==> src/rtl/foc_readback_params.svh <==
// Offsets, field positions, reset values and codes for the algorithm readback bank.
// Assumes a plain register port with byte-offset addresses, 12 bits wide.
// Summary of operation
// - Current-loop proportional gain readback, bits 31-22
// - Current-loop integral gain readback, bits 21-12
// - Speed-loop proportional gain readback, bits 31-22
// - Speed-loop integral gain readback, bits 21-12
// - Speed gains at F2h, zero reset, low bits zero
// - State word at 210h, zero reset, upper half zero
// - Phase currents at 43Eh, 440h, 442h
// - Speed estimate 752h, angle estimate 756h
// - Dq currents 4E4h/4E6h, dq voltages 4E8h/4EAh
// - Speed target 5CCh, dq current targets 5FCh/5FEh
// - Sixteen-bit state codes 0h through 18h
// - Current gains at F0h, zero reset
`ifndef FOC_READBACK_PARAMS_SVH
`define FOC_READBACK_PARAMS_SVH

`define ADDR_CURRENT_GAINS 12'h0F0
`define ADDR_SPEED_GAINS 12'h0F2
`define ADDR_STATE_CODE 12'h210
`define ADDR_TACH_SPEED 12'h216
`define ADDR_BUS_CURRENT 12'h410
`define ADDR_PHASE_A_I 12'h43E
`define ADDR_PHASE_B_I 12'h440
`define ADDR_PHASE_C_I 12'h442
`define ADDR_AMP_GAIN 12'h466
`define ADDR_VOLT_GAIN 12'h476
`define ADDR_SUPPLY_V 12'h478
`define ADDR_PHASE_A_V 12'h47E
`define ADDR_PHASE_B_V 12'h480
`define ADDR_PHASE_C_V 12'h482
`define ADDR_ANGLE_SIN 12'h4BA
`define ADDR_ANGLE_COS 12'h4BC
`define ADDR_ALPHA_I 12'h4D4
`define ADDR_BETA_I 12'h4D6
`define ADDR_ALPHA_V 12'h4D8
`define ADDR_BETA_V 12'h4DA
`define ADDR_D_I 12'h4E4
`define ADDR_Q_I 12'h4E6
`define ADDR_D_V 12'h4E8
`define ADDR_Q_V 12'h4EA
`define ADDR_ALIGN_I 12'h524
`define ADDR_OL_SPEED 12'h53A
`define ADDR_OL_I 12'h548
`define ADDR_CL_SPEED 12'h5CC
`define ADDR_CL_D_I 12'h5FC
`define ADDR_CL_Q_I 12'h5FE
`define ADDR_SPIN_DETECT_PHASE 12'h67A
`define ADDR_SPIN_DETECT_RESULT 12'h684
`define ADDR_POS_DETECT_PHASE 12'h6B8
`define ADDR_POS_DETECT_ANGLE 12'h6FC
`define ADDR_BEMF_D 12'h742
`define ADDR_BEMF_Q 12'h744
`define ADDR_ROTOR_SPEED 12'h752
`define ADDR_ROTOR_ANGLE 12'h756

`define GAIN_KP_MSB 31
`define GAIN_KP_LSB 22
`define GAIN_KI_MSB 21
`define GAIN_KI_LSB 12
`define STATE_MSB 15
`define RESET_WORD 32'h0000_0000
`define STATE_LAST_CODE 16'h0018

`endif

==> src/rtl/foc_readback_pkg.sv <==
// Types shared by the algorithm readback bank.
// Assumes the params header is compiled alongside.
package foc_readback_pkg;

	// Number of 32-bit variable slots
	localparam int NUM_VARS = 36;

	// Algorithm state codes
	typedef enum logic [15:0] {
		ST_IDLE = 16'h0000,
		ST_SPEED_DETECT = 16'h0001,
		ST_TRISTATE = 16'h0002,
		ST_BRAKE_START = 16'h0003,
		ST_POSITION_DETECT = 16'h0004,
		ST_SLOW_FIRST = 16'h0005,
		ST_ALIGN = 16'h0006,
		ST_OPEN_LOOP = 16'h0007,
		ST_CLOSED_UNALIGNED = 16'h0008,
		ST_CLOSED_ALIGNED = 16'h0009,
		ST_ACTIVE_BRAKE = 16'h000A,
		ST_SOFT_STOP = 16'h000B,
		ST_RECIRC_STOP = 16'h000C,
		ST_BRAKE_STOP = 16'h000D,
		ST_FAULT = 16'h000E,
		ST_MEAS_STOP_CHECK = 16'h000F,
		ST_MEAS_STOP_WAIT = 16'h0010,
		ST_MEAS_BRAKE = 16'h0011,
		ST_MEAS_INIT = 16'h0012,
		ST_MEAS_RL = 16'h0013,
		ST_MEAS_KE = 16'h0014,
		ST_MEAS_STALL = 16'h0015,
		ST_MEAS_TORQUE = 16'h0016,
		ST_MEAS_DONE = 16'h0017,
		ST_MEAS_FAULT = 16'h0018
	} algo_state_t;

	// One loop's gains as used
	typedef struct packed {
		logic [9:0] kp;
		logic [9:0] ki;
	} loop_gains_t;

	// Register port request
	typedef struct packed {
		logic [11:0] addr;
		logic [31:0] wdata;
		logic wr;
		logic rd;
	} reg_req_t;

endpackage

==> src/rtl/foc_algorithm_readback_regs.sv <==
// Read-only readback bank for the field-oriented control algorithm.
// Assumes the algorithm core supplies gains, state and variables on one clock,
// with a one-cycle update strobe marking a consistent set of values.
`timescale 1ns/1ps
`include "foc_readback_params.svh"

module foc_algorithm_readback_regs
	import foc_readback_pkg::*;
#(
	parameter int ADDR_W = 12
) (
	input wire logic i_core_clk,
	input wire logic i_rst,
	input wire reg_req_t i_req,
	output logic [31:0] o_rdata,
	input wire loop_gains_t i_current_gains,
	input wire loop_gains_t i_speed_gains,
	input wire logic [15:0] i_state_code,
	input wire logic [NUM_VARS*32-1:0] i_vars,
	input wire logic i_update
);

	// Offsets of the variable slots, from the last slot down to slot 0
	localparam logic [NUM_VARS*12-1:0] VAR_ADDRS = {
		`ADDR_ROTOR_ANGLE, `ADDR_ROTOR_SPEED, `ADDR_BEMF_Q, `ADDR_BEMF_D,
		`ADDR_POS_DETECT_ANGLE, `ADDR_POS_DETECT_PHASE,
		`ADDR_SPIN_DETECT_RESULT, `ADDR_SPIN_DETECT_PHASE,
		`ADDR_CL_Q_I, `ADDR_CL_D_I, `ADDR_CL_SPEED, `ADDR_OL_I,
		`ADDR_OL_SPEED, `ADDR_ALIGN_I, `ADDR_Q_V, `ADDR_D_V,
		`ADDR_Q_I, `ADDR_D_I, `ADDR_BETA_V, `ADDR_ALPHA_V,
		`ADDR_BETA_I, `ADDR_ALPHA_I, `ADDR_ANGLE_COS, `ADDR_ANGLE_SIN,
		`ADDR_PHASE_C_V, `ADDR_PHASE_B_V, `ADDR_PHASE_A_V, `ADDR_SUPPLY_V,
		`ADDR_VOLT_GAIN, `ADDR_AMP_GAIN, `ADDR_PHASE_C_I, `ADDR_PHASE_B_I,
		`ADDR_PHASE_A_I, `ADDR_BUS_CURRENT, `ADDR_TACH_SPEED, `ADDR_STATE_CODE
	};

	// Snapshots taken together on each update strobe; rdata_r holds the registered read word
	loop_gains_t cur_gains_r;
	loop_gains_t spd_gains_r;
	logic [31:0] var_r [NUM_VARS];
	logic [31:0] rdata_r;

	// Per-slot address hits, gathered into one read word
	logic [NUM_VARS-1:0] var_hit;
	logic [31:0] var_word [NUM_VARS+1];

	// Out-of-range codes read as fault, so software never sees an undefined state
	wire logic [15:0] state_clean = (i_state_code > `STATE_LAST_CODE) ?
		ST_FAULT : i_state_code;

	// Packs one loop's gains into a register word
	function automatic logic [31:0] gain_word(input loop_gains_t g);
		gain_word = `RESET_WORD;
		gain_word[`GAIN_KP_MSB:`GAIN_KP_LSB] = g.kp;
		gain_word[`GAIN_KI_MSB:`GAIN_KI_LSB] = g.ki;
	endfunction

	// Gain snapshot; all fields change in the same edge
	always_ff @(posedge i_core_clk or posedge i_rst) begin
		if (i_rst) begin
			cur_gains_r <= '0;
			spd_gains_r <= '0;
		end else if (i_update) begin
			cur_gains_r <= i_current_gains;
			spd_gains_r <= i_speed_gains;
		end
	end

	// Variable snapshots, one register per slot
	assign var_word[0] = `RESET_WORD;
	genvar gi;
	generate
		for (gi = 0; gi < NUM_VARS; gi++) begin : g_var
			// Whole word captured at once, never byte by byte
			always_ff @(posedge i_core_clk or posedge i_rst) begin
				if (i_rst) begin
					var_r[gi] <= `RESET_WORD;
				end else if (i_update) begin
					if (gi == 0) begin
						var_r[gi] <= {16'h0000, state_clean};
					end else begin
						var_r[gi] <= i_vars[gi*32 +: 32];
					end
				end
			end
			assign var_hit[gi] = (i_req.addr == VAR_ADDRS[gi*12 +: 12]);
			assign var_word[gi+1] = var_word[gi] | (var_hit[gi] ? var_r[gi] : `RESET_WORD);
		end
	endgenerate

	// Read decode; writes are never decoded, so they change nothing
	wire logic hit_cur = (i_req.addr == `ADDR_CURRENT_GAINS);
	wire logic hit_spd = (i_req.addr == `ADDR_SPEED_GAINS);
	wire logic [31:0] rd_mux = hit_cur ? gain_word(cur_gains_r) :
		hit_spd ? gain_word(spd_gains_r) : var_word[NUM_VARS];

	// Read data stands only in the cycle after the read strobe
	always_ff @(posedge i_core_clk or posedge i_rst) begin
		if (i_rst) begin
			rdata_r <= `RESET_WORD;
		end else begin
			rdata_r <= i_req.rd ? rd_mux : `RESET_WORD;
		end
	end

	assign o_rdata = rdata_r;

endmodule // foc_algorithm_readback_regs

==> config.mk <==
export PLATFORM = sky130hd
export DESIGN_NAME = foc_algorithm_readback_regs
export DESIGN_NICKNAME = d
export VERILOG_FILES = /design/src/rtl/foc_readback_pkg.sv /design/src/rtl/foc_algorithm_readback_regs.sv
export VERILOG_INCLUDE_DIRS = /design/src /design/src/rtl
export SDC_FILE = /design/constraint.sdc
export NUM_CORES = 2
export LEC_CHECK = 0
export ABC_AREA = 1
export ABC_CLOCK_PERIOD_IN_PS = 89800
export BUFFER_PORTS_ARGS = -buffer_cell sky130_fd_sc_hd__buf_2
export CORE_AREA = 2 2 509 511
export CTS_CLUSTER_SIZE = 10
export DETAILED_ROUTE_END_ITERATION = 10
export DIE_AREA = 0 0 511 513
export GPL_TIMING_DRIVEN = 1
export SLEW_MARGIN = 15
export SYNTH_ARGS = -nofsm -noshare
export SYNTH_HDL_FRONTEND = slang
export SYNTH_SLANG_ARGS = --single-unit
==> constraint.sdc <==
create_clock -name i_core_clk -period 89.8 [get_ports i_core_clk]
set_clock_uncertainty 0.05 [all_clocks]
set_input_delay 8.98 -clock i_core_clk [delete_from_list [all_inputs] [get_ports i_core_clk]]
set_output_delay 8.98 -clock i_core_clk [all_outputs]
set_load 0.1 [all_outputs]
* Yosys cells after proc, flatten, opt, wreduce, memory -nomap -nowiden
Cells that the tools add are included.
Storage, ports and cells: bits in registers 1208, input bits 1257
Cells by class: order comparisons 1, equal/unequal tests 38, mux-type cells 40, bitwise operators 35
Operators with widths (count):
- two-way mux 32 bit | 38
- OR 32 bit | 34
- equality test 12 x 11 -> 1 bit (second input constant) | 34
- two-way mux 16 bit | 2
- OR 16 x 32 -> 32 bit | 1
- equality test 12 x 10 -> 1 bit (second input constant) | 2
- equality test 12 x 8 -> 1 bit (second input constant) | 2
- greater-than comparator 16 x 5 -> 1 bit (second input constant) | 1

* Depth between registers and ports, before layout
depth in word-level cells 40, mapped depth 15, gate-level depth less buffers 13

* Worst setup path before layout
No wires, ideal clock.
path type input to register, start point input port i_req[34] (netlist name), end point register rdata_r[6] (netlist: o_rdata[6]), arrival 10.222 ns, required time 89.686 ns, slack 79.464 ns, cell stages on the path 14, cell sequence inv_1 > nand2_1 > nor2_2 > nand2_2 > nor2_4 > buf_4 > nand2_1 > o21ai_0 > nor2_1 > nand2_1 > nor2_1 > nand3_1 > nand2_1 > inv_1
Between the ends: word-level cells in the longest chain between the ends 40
Ends and longest elaborated chain:
- start: declaration | RTL line foc_algorithm_readback_regs.sv:14 | input wire reg_req_t i_req,
- equality test 12 x 10 -> 1 bit | RTL line foc_algorithm_readback_regs.sv:86 | assign var_hit[gi] = (i_req.addr == VAR_ADDRS[gi*12 +: 12]);
- two-way mux 16 bit (no line) / two-way mux 32 bit (equally long branches)
- OR 16 x 32 -> 32 bit | RTL line foc_algorithm_readback_regs.sv:87 | assign var_word[gi+1] = var_word[gi] | (var_hit[gi] ? var_r[gi] : `RESET_WORD);
- OR 32 bit (34 in a row) | RTL line foc_algorithm_readback_regs.sv:87
- two-way mux 32 bit | RTL line foc_algorithm_readback_regs.sv:95 | hit_spd ? gain_word(spd_gains_r) : var_word[NUM_VARS];
- two-way mux 32 bit (*) | RTL line foc_algorithm_readback_regs.sv:94 | wire logic [31:0] rd_mux = hit_cur ? gain_word(cur_gains_r) :
- two-way mux 32 bit (no line) (*)
- end signal: assignment | RTL line foc_algorithm_readback_regs.sv:100 | rdata_r <= `RESET_WORD;
- end signal: assignment | RTL line foc_algorithm_readback_regs.sv:102 | rdata_r <= i_req.rd ? rd_mux : `RESET_WORD;
- end: declaration | RTL line foc_algorithm_readback_regs.sv:41 | logic [31:0] rdata_r;
Mark *: on every way between the ends. The rest lies on a longest branch, timed or not. A chain may end at the register's enable or synchronous reset.

* Worst setup path in the final report
start point input port i_req[45] (netlist name), end point register rdata_r[17] (netlist: o_rdata[17])
Between the ends: word-level cells in the longest chain between the ends 40
Ends and longest elaborated chain (RTL line):
- equality test 12 x 10 -> 1 bit | foc_algorithm_readback_regs.sv:86
- two-way mux 32 bit (no line)
- OR 16 x 32 -> 32 bit | foc_algorithm_readback_regs.sv:87
- OR 32 bit (34 in a row) | foc_algorithm_readback_regs.sv:87
- two-way mux 32 bit | foc_algorithm_readback_regs.sv:95
- two-way mux 32 bit (*) | foc_algorithm_readback_regs.sv:94
- two-way mux 32 bit (no line) (*)
Marks and branches as above.

==> summary.md <==
| Metric | Value |
|---|---|
| Run status | completed |
| Routed Antenna Nets | 0 |
| Routed vias | 58.0k |
| Initial antenna violation count | 448 |
| Synth top area share | 0.541 |
| LEAKAGE | 38.2 nW |
| Die Width | 511 um |
| Inst Count DP | 11.7k |
| Post-DP HPWL | 309000 um |
| Reg clk slew, reported paths | 0.05 ns |
| Finished Cell Area | 0.0711 mm2 |
| Top cells by count, synth | 3900 x nand2_1, 1208 x dfrtp_1, 450 x nand3_1, 408 x nor2_1, 346 x o21ai_0 |
| Storage cell area | 0.0302 mm2 |
| Std cell rows | 186 |
| FILL cells | 28.4k |
| Hold Path Class | reg2reg |
| Grt ovf | 0 |
| Core Footprint | 0.256 mm2 |
| Post-CTS Hold Buffers | 0 |
| Synth area leaders | dfrtp_1 54%, nand2_1 26%, nand3_1 4.0%, o21ai_0 3.1%, nor2_1 2.7% |
| CTS buffer count | 157 |
| Critical Path Start Type | primary input |
| CP endpoint kind | flop |
| Crit path time final | 12.53 ns |
| # IOs | 1289 |
| Mux cell area share after synthesis | 0 |
| Adder-cell share of the synthesized area | 0 |
| Cell Pwr Density | 19.3 mW/mm2 |
| EDFF count, synth | 0 |
| CTS resizes | 0 |
| DRC viols | 0 |
| Gr usage total | 0.290 |
| Synth Net Count | 8719 |
| Fin nets | 9755 |
| Max_slew headroom | 0.164 |
| Synth Area in Compound Gates | 0.0417 |
| Achievable Freq | 79.8 MHz |
| Fin crit share | 0.140 |
| Post-Synth Simple-Gate Area | 0.362 |
| Hold WS | 0.419 ns |
| Slew Viols, Final | 0 |
| H-tree depth | 4 |
| Vias in the first global route | 53.3k |
| CP max FO | 30 |
| Sequential share of the synthesized area | 0.541 |
| Worst slew pin tran | 1.25 ns |
| Placed Instance Area | 0.0655 mm2 |
| Unrepaired setup endpoints after global routing | false |
| Post-synth ARST share | 1.00 |
| Largest net degree at the start of global routing | 230 |
| Die ar. | 0.262 mm2 |
| Clock Sinks | 1208 |
| Clock tree buffer depth | 3 |
| Area occupied by multi-input gates | 0.0228 mm2 |
| Top-count cell post-synth | nand2_1 |
| Final hold vios | 0 |
| Setup Crit Path Kind | in2reg |
| Share of layout cells above drive strength 1 | 0.189 |
| Worst skew pair latency | 0.84 ns |
| Initial Util | 0.218 |
| Largest family of logic cells by synthesized area | simple AND/OR/NAND/NOR gates |
| Die Height | 513 um |
| First-pass GRT wire length | 505000 um |
| CP arrival | 13.23 ns |
| Final GP Congestion | 0.979 |
| Max capacitance violation total | 0 |
| Vias per inst | 4.74 |
| DRT iter0 DRCs | 7201 |
| Mapped Cells | 7462 |
| Worst path required time | 90.50 ns |
| FF+latch count, synth | 1208 |
| Number of cells in the finished layout apart from fillers | 12.2k |
| Drt first pass iters | 6 |
| Avg Cell Area, Syn | 7.49 um2 |
| Final setup fails | 0 |
| Total Wirelength | 393000 um |
| Predominant post-synthesis flop cell | dfrtp_1 |
| Port Buffer Count | 1223 |
| CTS tree | built |
| Cell accounting for the most synthesized area | dfrtp_1 |
| Synth cell types | 26 |
| Setup bufs post-CTS | 0 |
| Fin Setup TNS | 0 ns |
| Clock root buffer | clkbuf_16 |
| Yosys warns | 0 |
| Peak supply drop | 0.0181 mV |
| XOR/XNOR Fraction of Synth Area | 0 |
| Area grow syn2layout | 27.2% |
| DR WL/cell | 32.1 um |
| Cell Area, Synth | 0.0559 mm2 |
critical path: stages:
cell and delay, ns:
buf_2 0.13, inv_2 0.05, nand2_2 0.11, nor2_4 0.47
buf_4 0.54, nand3_1 0.86, o21ai_0 0.89, nor2_1 0.23
nand2_1 0.28, nor2_1 0.23, nand3_1 0.27, nand2_1 0.08
nand2_1 0.07
sequential cells by signal, summed over array words and instances, names as in the netlist:
register,count
var_r,1136
cur_gains_r,20
o_rdata,32
spd_gains_r,20
through the flow:
| stage | worst slack (ns) | util | power [W] |
|---|---|---|---|
| 2_1_floorplan | 46.74 | - | 0.000688 |
| 3_3_place_gp | 76.45 | 0.256 | 0.000745 |
| 3_5_place_dp | 76.47 | 0.256 | 0.000748 |
| 4_1_cts | 77.34 | 0.275 | 0.00138 |
| 5_1_grt | 77.11 | 0.277 | 0.00142 |
| 6_report | 77.27 | 0.277 | 0.00137 |
cell type report:
cell class                 count  share of cell area
antenna                      265             0.00933
clock buffer                 209              0.0611
clock inverter                38             0.00832
inverter                     310              0.0166
multi-input combinational   5485               0.320
sequential                  1208               0.425
tap                         3384              0.0596
timing repair buffer        1336              0.0997
path summary, 6_finish.rpt:
| kind | from | endpoint | slack [ns] | depth (start not counted) |
|---|---|---|---|---|
| setup / recovery | i_req[45] | o_rdata[17]$_DFF_PP0_ | 77.27 | 13 |
| hold / removal | var_r[594]$_DFFE_PP0P_ | var_r[594]$_DFFE_PP0P_ | 0.42 | 2 |
| setup reg to reg | var_r[371]$_DFFE_PP0P_ | o_rdata[19]$_DFF_PP0_ | 87.03 | 8 |
| hold reg to reg | var_r[594]$_DFFE_PP0P_ | var_r[594]$_DFFE_PP0P_ | 0.42 | 2 |
| max in group asynchronous | i_rst | var_r[1102]$_DFFE_PP0P_ | 77.64 | 6 |
| min in group asynchronous | i_rst | var_r[124]$_DFFE_PP0P_ | 8.23 | 2 |
logic make-up (layout without fill, tap and decap cells):
kind of cell    Yosys count  count (layout)
simple gates           5037            5037
flops                  1208            1208
buf+inv                 769            1893
compound gates          448             448
other cells               0             265
per-layer routing:
metal	global-route usage	up-vias	routed length (um)
met3	0.115	984	45100
met2	0.426	3457	165000
met1	0.366	27658	158000
li1	-	25703	-
met4	0.150	196	22900
met5	0.00694	-	1470
report_power, final:
part / internal, W / leakage [nW] / switching, W
clock network: 0.000357 / 2.40 / 0.000272
registers: 0.000591 / 14.8 / 0.0000246
logic: 0.0000427 / 21.0 / 0.0000822
total: 0.000991 / 38.2 / 0.000379
placed cells by master (no fill, tap or decap), drive strengths merged, types with 3 or more instances in the layout:
cell type / synthesis / layout
nand3: 451 / 451
clkbuf: 300 / 209
buf: 159 / 1336
a21oi: 20 / 20
nand4: 241 / 241
nor3: 3 / 3
bufinv: 0 / 6
diode: 0 / 265
o22ai: 56 / 56
dfrtp: 1208 / 1208
nor2: 434 / 434
o211ai: 6 / 6
clkinvlp: 0 / 4
inv: 308 / 318
nand2: 3905 / 3905
o21ai: 365 / 365
clkinv: 2 / 20
Power figures use the tool's default switching activity.
